==> config.mk <==
export PLATFORM = sky130hd
export DESIGN_NAME = cft_sequencer
export DESIGN_NICKNAME = d
export VERILOG_FILES = /design/src/design/cft_pkg.sv /design/src/design/cft_sequencer.sv
export SDC_FILE = /design/constraint.sdc
export NUM_CORES = 1
export LEC_CHECK = 0
export ABC_CLOCK_PERIOD_IN_PS = 13000
export BUFFER_PORTS_ARGS = -buffer_cell sky130_fd_sc_hd__buf_2
export CAP_MARGIN = 25
export CORE_MARGIN = 3
export CORE_UTILIZATION = 49
export DETAILED_ROUTE_END_ITERATION = 6
export GPL_TIMING_DRIVEN = 0
export HOLD_SLACK_MARGIN = 0.03
export PLACE_DENSITY = 0.76
export SYNTH_ARGS = -nofsm -noshare
export SYNTH_HDL_FRONTEND = slang
export SYNTH_SLANG_ARGS = --single-unit
==> constraint.sdc <==
create_clock -name sys_clk -period 13 [get_ports sys_clk]
set_clock_uncertainty 0.2 [all_clocks]
set_input_delay 0.65 -clock sys_clk [delete_from_list [all_inputs] [get_ports sys_clk]]
set_output_delay 0.65 -clock sys_clk [all_outputs]
set_load 0.05 [all_outputs]
==> src/design/cft_pkg.sv <==
// constants, opcode classes and timing table for the control-flow sequencer
//
// Operation
// - far call pushes return address, stack down two, loads full target
// - near call pushes like far call, replaces only low twelve bits
// - table jump loads low pc byte from rom at high pc, accumulator
// - return pops two, restores low byte and high part; 1 byte, 5 cycles
// - return-and-skip restores like return, then skips the next one
// - irq return restores like return and sets global interrupt enable
// - idle instruction only advances the program counter; 1/1
// - most opcodes are one byte; immediate forms take a second byte, except B immediate below 16
// - alu ops and compares: 1/1 via pointer, 3/4 direct, 2/2 immediate
// - bit ops 1/1, 3/4; dec-skip 1/3; nibble compare, clear pending 1/1
// - accumulator ops 1/1; table load, push, pop 1/3; mask test skip 2/2
// - far jump 3/4, page jump 2/3, short jump 1/3, vector dispatch 1/5
// - transfers 1/1 via B, 1/3 via X, 2/3 direct, auto-index 1/2 or 1/3
// - B immediate 1/1 below 16 else 2/2; other immediates per table
// - global irq enable is one status bit gating maskable interrupts
package cft_pkg;

  localparam int PC_W = 15;
  localparam logic [14:0] PC_RESET = 15'h0000;
  localparam logic [7:0] SP_RESET = 8'h6f;
  localparam logic [14:0] TRAP_TARGET = 15'h00ff;
  localparam logic [7:0] B_SHORT_LIMIT = 8'h10;

  // instruction classes presented by the opcode decoder
  typedef enum logic [5:0] {
    OP_IDLE       = 6'h00, OP_CALL_FAR   = 6'h01, OP_CALL_NEAR  = 6'h02,
    OP_TABLE_JUMP = 6'h03, OP_EXIT       = 6'h04, OP_EXIT_SKIP  = 6'h05,
    OP_IRQ_EXIT   = 6'h06, OP_TRAP       = 6'h07, OP_ALU_B      = 6'h08,
    OP_ALU_DIR    = 6'h09, OP_ALU_IMM    = 6'h0a, OP_BIT_B      = 6'h0b,
    OP_BIT_DIR    = 6'h0c, OP_DEC_SKIP   = 6'h0d, OP_NIB_CMP    = 6'h0e,
    OP_CLR_PEND   = 6'h0f, OP_ACC        = 6'h10, OP_ROM_LOAD   = 6'h11,
    OP_ACC_PUSH   = 6'h12, OP_ACC_POP    = 6'h13, OP_MASK_SKIP  = 6'h14,
    OP_FAR_JUMP   = 6'h15, OP_PAGE_JUMP  = 6'h16, OP_SHORT_JUMP = 6'h17,
    OP_VECTOR     = 6'h18, OP_XFER_B     = 6'h19, OP_XFER_X     = 6'h1a,
    OP_XFER_DIR   = 6'h1b, OP_XFER_BIDX  = 6'h1c, OP_XFER_XIDX  = 6'h1d,
    OP_LD_A_IMM   = 6'h1e, OP_LD_B_IMM   = 6'h1f, OP_MEM_IMM_B  = 6'h20,
    OP_MEM_IMM_D  = 6'h21, OP_REG_IMM    = 6'h22, OP_CMP_DIR_IM = 6'h23
  } cft_op_type;

  // returns {bytes[1:0], cycles[2:0]}; imm matters only for B loads
  function automatic logic [4:0] cft_timing(input cft_op_type op,
                                            input logic [7:0] imm);
    logic [4:0] t;
    t = {2'h1, 3'h1};
    case (op)
      OP_CALL_FAR:   t = {2'h3, 3'h5};
      OP_CALL_NEAR:  t = {2'h2, 3'h5};
      OP_TABLE_JUMP: t = {2'h1, 3'h3};
      OP_EXIT, OP_EXIT_SKIP, OP_IRQ_EXIT, OP_VECTOR: t = {2'h1, 3'h5};
      OP_TRAP:       t = {2'h1, 3'h7};
      OP_ALU_DIR, OP_BIT_DIR, OP_FAR_JUMP: t = {2'h3, 3'h4};
      OP_ALU_IMM, OP_MASK_SKIP, OP_LD_A_IMM, OP_MEM_IMM_B: t = {2'h2, 3'h2};
      OP_DEC_SKIP, OP_ROM_LOAD, OP_ACC_PUSH, OP_ACC_POP, OP_SHORT_JUMP,
      OP_XFER_X, OP_XFER_XIDX: t = {2'h1, 3'h3};
      OP_PAGE_JUMP, OP_XFER_DIR, OP_REG_IMM: t = {2'h2, 3'h3};
      OP_XFER_BIDX:  t = {2'h1, 3'h2};
      OP_LD_B_IMM:   t = (imm < B_SHORT_LIMIT) ? {2'h1, 3'h1} : {2'h2, 3'h2};
      OP_MEM_IMM_D, OP_CMP_DIR_IM: t = {2'h3, 3'h3};
      default:       t = {2'h1, 3'h1};
    endcase
    return t;
  endfunction : cft_timing

  typedef enum logic [1:0] {
    ST_IDLE = 2'b01,
    ST_EXEC = 2'b10
  } cft_state_type;

endpackage : cft_pkg

==> src/design/cft_sequencer.sv <==
// control-flow and timing sequencer of the core
`timescale 1ns/1ps
module cft_sequencer (
  // clock and reset
  input  wire logic        sys_clk,
  input  wire logic        resetn,
  // instruction issue from the opcode decoder
  input  wire logic        issue_valid,
  input  wire logic [5:0]  issue_op,
  input  wire logic [14:0] issue_operand,
  input  wire logic        issue_cond_fail,
  input  wire logic [7:0]  acc_value,
  output logic             issue_ready,
  output logic             instr_done,
  output logic             instr_skipped,
  // architectural state
  output logic [14:0]      pc,
  output logic [7:0]       stack_pointer,
  output logic             global_irq_enable,
  // data ram stack port, read data valid in the same cycle as the address
  output logic [7:0]       ram_addr,
  output logic             ram_we,
  output logic [7:0]       ram_wdata,
  input  wire logic [7:0]  ram_rdata,
  // program rom port
  output logic [14:0]      rom_addr,
  input  wire logic [7:0]  rom_rdata,
  // accumulator write-back
  output logic             acc_we,
  output logic [7:0]       acc_wdata
);

  // ****************************************************************
  // step decode
  // ****************************************************************
  cft_pkg::cft_state_type state_reg;
  cft_pkg::cft_op_type    op_reg;
  cft_pkg::cft_op_type    cur_op;
  logic [14:0] operand_reg;
  logic [14:0] ret_addr_reg;
  logic [14:0] pc_tmp_reg;
  logic [2:0]  cnt_reg;
  logic [2:0]  cur_k;
  logic [2:0]  cycles_reg;
  logic [2:0]  cur_cycles;
  logic [1:0]  cur_bytes;
  logic [4:0]  timing;
  logic [14:0] cur_operand;
  logic [14:0] cur_ret;
  logic        cond_reg;
  logic        skip_reg;
  logic        accept;
  logic        active;
  logic        last_step;

  always_comb begin
    cur_op = (state_reg == cft_pkg::ST_IDLE) ?
             cft_pkg::cft_op_type'(issue_op) : op_reg;
    timing      = cft_pkg::cft_timing(cur_op, issue_operand[7:0]);
    cur_bytes   = timing[4:3];
    // ready is low in the first cycle after reset: nothing is taken there
    accept      = (state_reg == cft_pkg::ST_IDLE) && issue_valid &&
                  issue_ready;
    active      = accept || (state_reg == cft_pkg::ST_EXEC);
    cur_k       = (state_reg == cft_pkg::ST_IDLE) ? 3'h0 : cnt_reg;
    cur_cycles  = (state_reg == cft_pkg::ST_IDLE) ? timing[2:0] : cycles_reg;
    cur_operand = (state_reg == cft_pkg::ST_IDLE) ? issue_operand
                                                  : operand_reg;
    cur_ret     = (state_reg == cft_pkg::ST_IDLE)
                  ? pc + {13'h0000, cur_bytes} : ret_addr_reg;
    last_step   = active && (cur_k == cur_cycles - 3'h1);
  end

  // ****************************************************************
  // sequencing
  // ****************************************************************
  always_ff @(posedge sys_clk or negedge resetn) begin
    if (!resetn) begin
      state_reg    <= cft_pkg::ST_IDLE;
      op_reg       <= cft_pkg::OP_IDLE;
      operand_reg  <= 15'h0000;
      ret_addr_reg <= 15'h0000;
      cycles_reg   <= 3'h1;
      cnt_reg      <= 3'h0;
      cond_reg     <= 1'b0;
      issue_ready  <= 1'b0;
    end else begin
      issue_ready <= 1'b0;
      case (state_reg)
        cft_pkg::ST_IDLE: begin
          issue_ready <= 1'b1;
          if (accept) begin
            op_reg       <= cur_op;
            operand_reg  <= issue_operand;
            ret_addr_reg <= cur_ret;
            cycles_reg   <= timing[2:0];
            cond_reg     <= issue_cond_fail;
            cnt_reg      <= 3'h1;
            // skipped ones finish in one cycle
            if (!skip_reg && !last_step) begin
              state_reg   <= cft_pkg::ST_EXEC;
              issue_ready <= 1'b0;
            end
          end
        end
        cft_pkg::ST_EXEC: begin
          cnt_reg <= cnt_reg + 3'h1;
          if (last_step) begin
            state_reg   <= cft_pkg::ST_IDLE;
            issue_ready <= 1'b1;
          end
        end
        default: state_reg <= cft_pkg::ST_IDLE;
      endcase
    end
  end

  // ****************************************************************
  // completion and skip
  // ****************************************************************
  always_ff @(posedge sys_clk or negedge resetn) begin
    if (!resetn) begin
      instr_done    <= 1'b0;
      instr_skipped <= 1'b0;
      skip_reg      <= 1'b0;
    end else begin
      instr_done    <= 1'b0;
      instr_skipped <= 1'b0;
      if (accept && skip_reg) begin
        // full length passed over, no effects
        instr_done    <= 1'b1;
        instr_skipped <= 1'b1;
        skip_reg      <= 1'b0;
      end else if (last_step) begin
        instr_done <= 1'b1;
        case (cur_op)
          cft_pkg::OP_EXIT_SKIP: skip_reg <= 1'b1;
          cft_pkg::OP_ALU_B, cft_pkg::OP_ALU_DIR, cft_pkg::OP_ALU_IMM,
          cft_pkg::OP_BIT_B, cft_pkg::OP_BIT_DIR, cft_pkg::OP_DEC_SKIP,
          cft_pkg::OP_NIB_CMP, cft_pkg::OP_MASK_SKIP, cft_pkg::OP_ACC,
          cft_pkg::OP_CMP_DIR_IM:
            skip_reg <= (state_reg == cft_pkg::ST_IDLE) ? issue_cond_fail
                                                        : cond_reg;
          default: skip_reg <= 1'b0;
        endcase
      end
    end
  end

  // ****************************************************************
  // stack and memory ports
  // ****************************************************************
  always_ff @(posedge sys_clk or negedge resetn) begin
    if (!resetn) begin
      ram_addr      <= 8'h00;
      ram_we        <= 1'b0;
      ram_wdata     <= 8'h00;
      rom_addr      <= 15'h0000;
      stack_pointer <= cft_pkg::SP_RESET;
    end else begin
      ram_we <= 1'b0;
      if (active && !(accept && skip_reg)) begin
        case (cur_op)
          cft_pkg::OP_CALL_FAR, cft_pkg::OP_CALL_NEAR, cft_pkg::OP_TRAP: begin
            if (cur_k == 3'h0) begin
              ram_addr  <= stack_pointer;
              ram_we    <= 1'b1;
              ram_wdata <= cur_ret[7:0];
            end else if (cur_k == 3'h1) begin
              ram_addr      <= stack_pointer - 8'h01;
              ram_we        <= 1'b1;
              ram_wdata     <= {1'b0, ret_addr_reg[14:8]};
              stack_pointer <= stack_pointer - 8'h02;
            end
          end
          // pop two, low byte from the upper slot
          cft_pkg::OP_EXIT, cft_pkg::OP_EXIT_SKIP, cft_pkg::OP_IRQ_EXIT: begin
            if (cur_k == 3'h0) begin
              ram_addr <= stack_pointer + 8'h02;
            end else if (cur_k == 3'h1) begin
              ram_addr      <= stack_pointer + 8'h01;
              stack_pointer <= stack_pointer + 8'h02;
            end
          end
          // accumulator push and pop on the stack
          cft_pkg::OP_ACC_PUSH: begin
            if (cur_k == 3'h0) begin
              ram_addr      <= stack_pointer;
              ram_we        <= 1'b1;
              ram_wdata     <= acc_value;
              stack_pointer <= stack_pointer - 8'h01;
            end
          end
          cft_pkg::OP_ACC_POP: begin
            if (cur_k == 3'h0) begin
              ram_addr      <= stack_pointer + 8'h01;
              stack_pointer <= stack_pointer + 8'h01;
            end
          end
          // table address from high part and accumulator
          cft_pkg::OP_TABLE_JUMP, cft_pkg::OP_ROM_LOAD: begin
            if (cur_k == 3'h0)
              rom_addr <= {pc[14:8], acc_value};
          end
          default: ram_we <= 1'b0;
        endcase
      end
    end
  end

  // ****************************************************************
  // program counter, accumulator write-back, interrupt enable
  // ****************************************************************
  always_ff @(posedge sys_clk or negedge resetn) begin
    if (!resetn) begin
      pc                <= cft_pkg::PC_RESET;
      pc_tmp_reg        <= 15'h0000;
      acc_we            <= 1'b0;
      acc_wdata         <= 8'h00;
      global_irq_enable <= 1'b0;
    end else begin
      acc_we <= 1'b0;
      if (accept && skip_reg) begin
        // advance past the whole skipped instruction
        pc <= cur_ret;
      end else if (active) begin
        // restored bytes sampled one cycle after their address
        if (cur_k == 3'h1)
          pc_tmp_reg[7:0] <= (cur_op == cft_pkg::OP_TABLE_JUMP) ? rom_rdata
                                                                : ram_rdata;
        if (cur_k == 3'h2)
          pc_tmp_reg[14:8] <= ram_rdata[6:0];
        if (cur_k == 3'h1 && (cur_op == cft_pkg::OP_ROM_LOAD ||
                              cur_op == cft_pkg::OP_ACC_POP)) begin
          acc_we    <= 1'b1;
          acc_wdata <= (cur_op == cft_pkg::OP_ROM_LOAD) ? rom_rdata
                                                        : ram_rdata;
        end
        if (last_step) begin
          case (cur_op)
            cft_pkg::OP_CALL_FAR, cft_pkg::OP_FAR_JUMP, cft_pkg::OP_VECTOR:
              pc <= cur_operand;
            cft_pkg::OP_CALL_NEAR, cft_pkg::OP_PAGE_JUMP:
              pc <= {cur_ret[14:12], cur_operand[11:0]};
            cft_pkg::OP_SHORT_JUMP:
              pc <= pc + cur_operand;
            // only the low byte is loaded
            cft_pkg::OP_TABLE_JUMP:
              pc <= {pc[14:8], pc_tmp_reg[7:0]};
            cft_pkg::OP_EXIT, cft_pkg::OP_EXIT_SKIP:
              pc <= pc_tmp_reg;
            cft_pkg::OP_IRQ_EXIT: begin
              pc                <= pc_tmp_reg;
              global_irq_enable <= 1'b1;
            end
            cft_pkg::OP_TRAP:
              pc <= cft_pkg::TRAP_TARGET;
            default:
              pc <= cur_ret;
          endcase
        end
      end
    end
  end

endmodule : cft_sequencer

; ---- Word-level counts from Yosys, hierarchy flattened
; Index checks and enable logic that the tools add are counted.
[totals]
register_bits = 129
in_bits = 49
output_inout_bits = 68
wordCells = 180
[classes]
n_addsub = 8
order_cmp = 1
n_eq_ne = 50
mux = 54
n_bitwise = 1
n_reduce_logical = 43
[op_table]
columns = operator, n
row1 = $mux 8, 16
row2 = $eq 6x5->1 const B, 15
row3 = $pmux 15 s6, 1
row4 = $mux 15, 5
row5 = $pmux 8 s4, 2
row6 = $pmux 5 s11, 1
row7 = $eq 6x4->1 const B, 7
row8 = $eq 6x3->1 const B, 4
row9 = $eq 6x6->1 const B, 4
row10 = $reduce_and 3->1, 6
row11 = $ne 2x2->1 const B, 8
row12 = $pmux 8 s2, 1
row13 = $add 15x15->15, 1
row14 = $add 15x2->15, 1
row15 = $mux 1, 15
row16 = $reduce_or 3->1, 5
row17 = $eq 6x2->1 const B, 2
row18 = $reduce_or 10->1, 1
row19 = $mux 3, 3
row20 = $add 8x1->8 const B, 1
row21 = $add 8x2->8 const B, 1
row22 = $lt 8x5->1 const B, 1
row23 = $reduce_and 4->1, 2
row24 = $reduce_and 8->1, 1
row25 = 31 further kinds, 53

; ---- Logic depth before layout (Yosys ltp)
; Gate-level depths: netlist of run 1.
[depth]
word_depth = 14
ltp_mapped = 22
ltp_nobuf = 18

; ---- Worst setup path after synthesis of run 1
; OpenSTA, ideal clock, no wires.
[synth_timing]
kind = reg-to-reg
from = register state_reg[0]
to = register pc[14]
setup_time_ps = 124
t_arrival_ps = 4099
required_time_ps = 12676
path_slack_ps = 8577
path_stages_with_launch = 19
n_path_buf = 1
synth_period_minus_slack_ps = 4423
cell_sequence = dfstp_2 > ha_1 > mux2i_1 > o211ai_1 > o22a_1 > o211ai_1 > o21ai_1 > or4_1 > ha_1 > fa_1 > clkbuf_1 > nand4_1 > nor4_1 > xnor2_1 > nand2_1 > o21ai_0 > a21oi_1 > a31o_2 > o2bb2ai_1
[synth_via]
elab_chain_len = 11
word_cells_on_any_way = 63
cone_classes = 3 x add/sub / 33 x eq/ne / 10 x mux / 17 x reduce/logical
[synth_rtl]
columns = element, line_no
row1 = "start, declared", cft_sequencer.sv:36  ; cft_pkg::cft_state_type state_reg;
row2 = "start signal, assigned", cft_sequencer.sv:79  ; state_reg <= cft_pkg::ST_IDLE;
row3 = "start signal, assigned", cft_sequencer.sv:101  ; state_reg <= cft_pkg::ST_EXEC;
row4 = "start signal, assigned", cft_sequencer.sv:109  ; state_reg <= cft_pkg::ST_IDLE;
row5 = $eq 2x1->1, n/a
row6 = $mux 6, cft_sequencer.sv:57  ; cur_op = (state_reg == cft_pkg::ST_IDLE) ?
row7 = "$eq 6x2->1, or another cell as far along", "cft_pkg.sv:48, cft_sequencer.sv:240"
row8 = "$reduce_or 8->1 (no line), or another cell as far along", n/a
row9 = $pmux 5 s11, cft_pkg.sv:48  ; case (op)
row10 = $add 15x2->15 or $mux 3 (tied branches), "cft_sequencer.sv:70, cft_sequencer.sv:66"
row11 = $mux 15 or $sub 3x1->3 (tied branches), "cft_sequencer.sv:70, cft_sequencer.sv:71"
row12 = $pmux 15 s6 or $eq 3x3->1 (tied branches), "cft_sequencer.sv:240, cft_sequencer.sv:71"
row13 = $mux 15 or $logic_and 1x1->1 (tied branches), "cft_sequencer.sv:239, cft_sequencer.sv:71"
row14 = $mux 15 or $reduce_bool 2->1 (tied branches), n/a
row15 = $mux 15 or $reduce_and 3->1 (tied branches), n/a
row16 = "end signal, assigned", cft_sequencer.sv:225  ; pc <= cur_ret;
row17 = "end signal, assigned", cft_sequencer.sv:242  ; pc <= cur_operand;
row18 = "end signal, assigned", cft_sequencer.sv:244  ; pc <= {cur_ret[14:12], cur_operand[11:0]};
row19 = "end, declared", cft_sequencer.sv:17  ; output logic [14:0] pc,
; Parallel ways exist; a longest one is shown, timed or not. The select of a mux whose other input is x is not followed.
; A chain may end at the register's enable or synchronous reset.

; ---- Worst setup path in the final report of run 1
; Ends and elaborated chain as after synthesis.

==> impl_results.md, run 1 <==
- Floorplan row count: 48
- Critical Path Max Stage Delay: 0.82 ns
- Leakage power: 4.78 nW
- Worst setup endpoint: pc[14]
- Place WS: 7.67 ns
- Relative slew margins: 0.249
- Status: completed
- Tmin final: 5.47 ns
- Net Sw Power: 0.00139 W
- First-pass GRT wire length: 43.3 mm
- Asr flop ratio synth: 1.00
- Vias: 8503
- Cell taking the most area after synthesis: dfrtp_1
- R2r startpoint: state_reg[0]
- Critical Path Start: state_reg[0]
- Cells after Synth: 1009
- Post-synth cell types: 78
- Vias in the first global route: 7973
- # IOs: 117
- Setup TNS: 0 ns
- Post-Syn Nets: 1085
- Root Buffer: clkbuf_16
- Mean post-synth cell area: 8.68 um^2
- Clk Latency, worst-skew pair: 0.43 ns
- Synth Area in Simple Gates: 0.185
- Total global routing overflow: 0
- Final Cycle Share: 0.421
- GRT Util Overall: 0.277
- Detailed Place HPWL: 20.3 mm
- Die height: 140 um
- Core area: 17400 um^2
- Layout net count: 1222
- R2r worst-path depth: 18
- Longest Clk Path Bufs: 2
- Sequential-to-total area share from yosys stat: 0.370
- # clock sinks: 129
- CTS tree: done
- Worst min-delay path class: in -> reg
- Area Growth Syn to Fin: 17.3%
- PwrDens: 273 nW/um^2
- XOR/XNOR share of the synthesized area: 0.0440
- DRT antenna net count: 0
- Pint: 0.00141 W
- Final worst slack: 7.53 ns
- Slowest CP cell: mux2i_1
- WHS: 0.223 ns
- Final Hold Fails: 0
- Layout cell share with drive strength beyond 1: 0.205
- Fill cell count: 1554
- Clk network pwr share: 0.176
- F_max: 183 MHz
- Antenna cells: 0
- Synth Area in Adders: 0.0403
- Max IR drop VDD: 162 uV
- CP Cell Sequence: ha_1 > mux2i_1 > o211ai_1 > o22a_1 > o211ai_1 > o21ai_1 > or4_1 > ha_1 > fa_1 > clkbuf_1 > nand4_1 > nor4_1 > xnor2_1 > nand2_1 > o21ai_0 > a21oi_1 > a31o_2 > o2bb2ai_1
- Seq cells post-synth: 129
- YS warnings: 0
- Post-CTS sizing: 0
- Initial Util: 0.503
- Die area: 19500 um^2
- Area of the multi-input gates: 5180 um^2
- Post-synthesis compound-gate area fraction: 0.222
- Number of synthesized flops with an enable pin: 0
- Clock transition at path regs: 0.06 ns
- DIE WIDTH: 140 um
- Final count of negative-setup-slack endpoints: 0
- Sequential share of power: 0.242
- Storage element area: 3240 um^2
- Placer Congestion: 0.962
- Kind of critical path: reg -> reg
- Initial antenna violation count: 0
- First-pass DRT Iterations: 5
- Crit end category: register
- Worst path arrival time: 5.60 ns
- Largest family of logic cells by synthesized area: compound AO/OA/AOI/OAI gates
- Max_cap viols: 0
- H-tree depth: 4
- Synth area leaders: dfrtp_1 35%, nand2_1 7.7%, mux2_2 6.3%
- Buffers added on ports: 116
- Sw Share: 0.497
- Worst R2R End: pc[14]
- DRT iter0 DRCs: 791
- Routed WL: 27.1 mm
- Post-Syn Area: 8760 um^2
- DRC Markers: 0
- Comb pwr share: 0.581
- Req. time, crit path: 13.12 ns
- Total CTS buffers: 17
- Final Slew Violations: 0
- Multiplexer area fraction after synthesis: 0.100
- CP Launch Type: register
- Yosys top cell area share: 0.346
- Slew @ Worst Pin: 1.13 ns
- Reg2reg setup slack: 7.53 ns
- RSZ-0062 raised after global routing: no
- Synth Flop Type: dfrtp_1
- Post-DR vias/cell: 6.14
- Pwr Total: 0.00280 W
- DR WL/cell: 19.6 um
- Crit Path Max Fanout: 10
- Pin count of the biggest net entering global routing: 77
[cell type report]
| cell class | count | area share |
|---|---|---|
| plain buffers | 57 | 0.0238 |
| clock buffers | 19 | 0.0431 |
| clock inverters | 13 | 0.0158 |
| inverters | 25 | 0.00914 |
| multi-input cells | 798 | 0.505 |
| flip-flops and latches | 129 | 0.315 |
| well taps | 225 | 0.0274 |
| repair buffers | 118 | 0.0608 |
[per-layer routing]
metal,global-route usage,share of wire,wire length (um)
met1,0.390,0.44,11800
met2,0.423,0.45,12100
met3,0.0629,0.086,2330
met4,0.0959,0.030,816
met5,0,0,0
[timing repair]
item	4_1_cts	5_1_grt
endpoints found under the hold margin	51	0
buffers inserted	0	0
hold buffers	1	0
[how the worst min path moves through the flow]
stage | start | end | slack [ns] | depth (start not counted)
floorplan | resetn | acc_wdata[0] | 0.15 | 0
global placement | operand_reg[3] | operand_reg[3] | 0.25 | 2
detailed placement | operand_reg[3] | operand_reg[3] | 0.26 | 2
CTS | issue_operand[2] | operand_reg[2] | 0.22 | 3
global route | issue_operand[8] | operand_reg[8] | 0.23 | 3
finish | issue_operand[11] | operand_reg[11] | 0.22 | 3
[kinds of logic after synthesis]
group | count (synthesis)
XOR/XNOR | 44
adder cells (fa/ha/maj) | 27
flip-flops | 129
AO/OA/AOI/OAI | 294
AND/OR/NAND/NOR | 352
multiplexers | 81
buffers and inverters | 82
[metrics by stage]
step	cell area, um^2	std cells	utilization
final	10300	1384	0.590
after global routing	10300	1384	0.590
after CTS	10300	1384	0.590
after detailed placement	9650	1351	0.554
after global placement	9620	1350	0.552
after floorplan	8760	1009	-
[cell usage after synthesis, types with 10 or more instances]
library cell	n
xnor2_1	26
nor3_1	14
nand3_1	23
o211ai_1	17
mux2_2	49
nand4_1	11
mux2i_1	31
a21oi_1	61
o21ai_0	86
dfrtp_1	121
buf_2	12
clkbuf_1	38
nor2_1	63
a211oi_1	12
nand2_1	180
ha_1	25
a22o_1	10
inv_1	24
xor2_1	18
[placed cells by master (no fill, tap or decap), types with 18 or more instances in the layout]
| master | n |
|---|---|
| mux2_2 | 49 |
| nor2_1 | 63 |
| a21oi_1 | 61 |
| ha_1 | 25 |
| mux2i_1 | 31 |
| inv_1 | 24 |
| clkbuf_1 | 39 |
| o21ai_0 | 86 |
| nand2_1 | 180 |
| dfrtp_1 | 121 |
| buf_2 | 127 |
| xor2_1 | 18 |
| nand3_1 | 23 |
| xnor2_1 | 26 |
[power groups by stage]
stage	Combinational, W	Sequential (W)	Clock [W]
floorplan	0.000992	0.000856	0
global placement	0.00158	0.000673	0
detailed placement	0.00159	0.000678	0
CTS	0.00161	0.000673	0.000496
global route	0.00177	0.000694	0.000515
finish	0.00163	0.000679	0.000494
[worst max-delay path, delay by kind of cell (launching register included)]
family / cells / cell delay (ns)
AO/OA/AOI/OAI: 8 / 1.73
adder cells (fa/ha/maj): 3 / 0.88
multiplexers: 1 / 0.82
AND/OR/NAND/NOR: 4 / 0.81
flip-flops: 1 / 0.55
buffers and inverters: 1 / 0.22
XOR/XNOR: 1 / 0.14
(Power assumes the default switching activity.)
==> run 2: changes to the inputs <==
ABC_CLOCK_PERIOD_IN_PS = 4600   (was 13000)
PLACE_DENSITY = 0.78   (was 0.76)
clock period = 4.6 ns   (was 13 ns; I/O delays follow)
==> run 2 against run 1 <==
Wire length grew 6.9%; total power grew to 3.0 times the previous value; die area is the same; first-iteration DRC count grew 14%; setup slack lost 7.5 ns; global-route usage grew 1.2 points; clock-buffer cell count grew 2; flip-flop and latch count is the same; critical path depth shrank 1; clock power grew to 2.7 times the previous value; cell area grew 8.9%; sequential share of layout area shrank 2.6 points; critical path type unchanged; largest power group unchanged; highest routed layer unchanged.
==> impl_results.md, run 2 (synthesis results as in run 1) <==
- Status: completed
- Final count of negative-setup-slack endpoints: 0 (unchanged)
- Commonest cells after routing, fill and taps aside: 177 x nand2_1, 125 x buf_2, 121 x dfrtp_1
- Tmin final: 4.55 ns (-0.921 ns)
- R2r worst-path depth: 17 (-1)
- Layout cell share with drive strength beyond 1: 0.248 (+0.0422)
- HP Start: issue_op[2]
- Req. time, crit path: 4.72 ns (-8.40 ns)
- Final worst slack: 0.0483 ns (-7.48 ns)
- Post-DR vias/cell: 6.14 (about the same)
- # clock sinks: 129 (unchanged)
- Worst path arrival time: 4.67 ns (-0.93 ns)
- Area Growth Syn to Fin: 27.7%
- Reg2reg setup slack: 0.05 ns (-7.48 ns)
- Routed WL: 28.9 mm (+6.9%)
- Leakage power: 5.13 nW (+7.4%)
- DRT iter0 DRCs: 901 (+14%)
- Clk Latency, worst-skew pair: 0.43 ns (about the same)
- CP Cell Sequence: ha_4 > buf_8 > buf_6 > a211oi_1 > a31oi_1 > a41oi_2 > o211ai_1 > o21ai_1 > or4_4 > ha_4 > fa_2 > nand4_1 > xor2_1 > nor2_1 > a21oi_2 > mux2i_1 > mux2_4
- Clk network pwr share: 0.157 (-0.019)
- Worst path most repeated cell: ha_4
- RSZ-0062 raised after global routing: yes
- Place WS: -0.741 ns (-8.42 ns)
- Critical Path Max Stage Delay: 0.57 ns (-0.25 ns)
- DRT antenna net count: 0 (unchanged)
- Detailed Place HPWL: 20.4 mm (+0.49%)
- Die height: 140 um (unchanged)
- Buffers added on ports: 116 (unchanged)
- Clock transition at path regs: 0.06 ns (about the same)
- R2r startpoint: state_reg[0]
- Slowest CP cell: dfstp_2
- Commonest non-fill, non-tap cell in the layout: nand2_1
- Crit end category: register
- CTS tree: done
- Layout net count: 1287 (+5.3%)
- Initial Util: 0.503 (unchanged)
- Floorplan row count: 48 (unchanged)
- Antenna cells: 0 (unchanged)
- Pin count of the biggest net entering global routing: 81 (+5.2%)
- Vias in the first global route: 8410 (+5.5%)
- PwrDens: 753 nW/um^2 (+180%)
- Kind of critical path: reg -> reg
- CP Launch Type: register
- Relative slew margins: 0.183 (-0.0666)
- Hold path depth: 3 (unchanged)
- Sw Share: 0.497 (about the same)
- Crit Path Max Fanout: 10 (unchanged)
- Total CTS buffers: 17 (unchanged)
- Pint: 0.00424 W (+200%)
- Max IR drop VDD: 440 uV (+170%)
- Crit-path leading delay family: compound AO/OA/AOI/OAI gates
- Die area: 19500 um^2 (unchanged)
- DR WL/cell: 20.0 um (+2.1%)
- Critical path depth: 17 (-1)
- Max_cap viols: 0 (unchanged)
- Final std cells w/o fill: 1449 (+4.7%)
- Vias: 8901 (+4.7%)
- Total global routing overflow: 0 (unchanged)
- Initial antenna violation count: 0 (unchanged)
- Fill cell count: 1443 (-7.1%)
- DIE WIDTH: 140 um (unchanged)
- Final Slew Violations: 0 (unchanged)
- Slew @ Worst Pin: 1.23 ns (+0.0998 ns)
- First-pass DRT Iterations: 6 (+1)
- Core area: 17400 um^2 (unchanged)
- H-tree depth: 4 (unchanged)
- Final Cycle Share: 0.989 (+0.568)
- Net Sw Power: 0.00419 W (+200%)
- GRT Util Overall: 0.289 (+0.0122)
- F_max: 220 MHz (+20%)
- Buf/Inv on CP: 2 (+1)
- Worst min-delay path class: in -> reg
- Final Hold Fails: 0 (unchanged)
- Longest Clk Path Bufs: 2 (unchanged)
- First-pass GRT wire length: 45.5 mm (+5.1%)
- Comb pwr share: 0.613 (+0.032)
- Hold Path End: op_reg[2]
- Placed instance count: 1351 (unchanged)
- Sequential share of power: 0.230 (-0.012)
- Worst R2R End: pc[8]
- Placer Congestion: 0.988 (+2.7%)
- # IOs: 117 (unchanged)
- DRC Markers: 0 (unchanged)
- Root Buffer: clkbuf_16
[run 2: changes by cell type in the layout (fill, tap and decap cells not counted), moves of 3 or more]
cell,change
o22ai_1,-3
mux2i_4,+4
o21ai_1,+3
mux2i_1,-4
a21oi_2,+9
buf_4,+21
nand2_1,-3
o22ai_2,+3
a21oi_1,-10
o2111ai_1,-3
o21ai_0,-5
dlygate4sd3_1,+44
[run 2: repair_timing]
item | in CTS | in global routing
pin swaps | 6 | 17
buffers inserted | 10 | 11
cloned | 0 | 1
endpoints found under the setup margin | 40 | 26
endpoints found under the hold margin | 183 | 0
gates resized for setup | 33 | 40
hold buffers | 45 | 0
[run 2: final cells by class]
| type | count | area, um^2 | share of cell area |
|---|---|---|---|
| multi-input cells | 798 | 5470 | 0.489 |
| flip-flops and latches | 129 | 3240 | 0.290 |
| repair buffers | 184 | 1250 | 0.112 |
| clock buffers | 21 | 470 | 0.0421 |
| well taps | 225 | 282 | 0.0252 |
| plain buffers | 56 | 272 | 0.0243 |
| clock inverters | 11 | 106 | 0.00951 |
| inverters | 25 | 93.8 | 0.00839 |
[run 2: how the worst max path moves through the flow]
stage,to,from,slack [ns]
after global routing,pc[14],state_reg[0],-0.12
after detailed placement,pc[8],state_reg[0],-0.74
final,pc[8],state_reg[0],0.05
after global placement,pc[9],state_reg[0],-0.68
after floorplan,pc[14],state_reg[0],0.18
after CTS,pc[14],state_reg[0],0.01
[run 2: worst register-to-register path: stages, from the launching register on]
cell	delay (ns)
dfstp_2	0.57
ha_4	0.22
buf_8	0.18
buf_6	0.15
a211oi_1	0.05
a31oi_1	0.20
a41oi_2	0.23
o211ai_1	0.35
o21ai_1	0.15
or4_4	0.52
ha_4	0.18
fa_2	0.43
nand4_1	0.16
xor2_1	0.19
nor2_1	0.08
a21oi_2	0.19
mux2i_1	0.12
mux2_4	0.28
[run 2: stage by stage]
stage	instance area, um^2	hold WS (ns)	util	power [W]	setup TNS [ns]
floorplan	8760	-0.266	-	0.00522	0
detailed placement	9650	-0.00807	0.554	0.00642	-15.12
finish	11200	0.0514	0.642	0.00842	0
global route	11200	0.0643	0.642	0.00892	-0.578
CTS	10900	0.0356	0.625	0.00798	0
global placement	9620	0.237	0.552	0.00635	-14.54
[run 2: power by group through the flow]
stage | clock network, W | registers (W) | logic (W)
2_1_floorplan | 0 | 0.00242 | 0.00280
3_3_place_gp | 0 | 0.00190 | 0.00445
3_5_place_dp | 0 | 0.00191 | 0.00450
4_1_cts | 0.00133 | 0.00191 | 0.00474
5_1_grt | 0.00138 | 0.00198 | 0.00555
6_report | 0.00132 | 0.00194 | 0.00516
[run 2: per-layer routing]
metal | track usage | routed length [um] | part of all wire
met2 | 0.459 | 13300 | 0.46
met4 | 0.0954 | 878 | 0.030
met3 | 0.0684 | 2630 | 0.091
met1 | 0.393 | 12200 | 0.42
met5 | 0 | 0 | 0
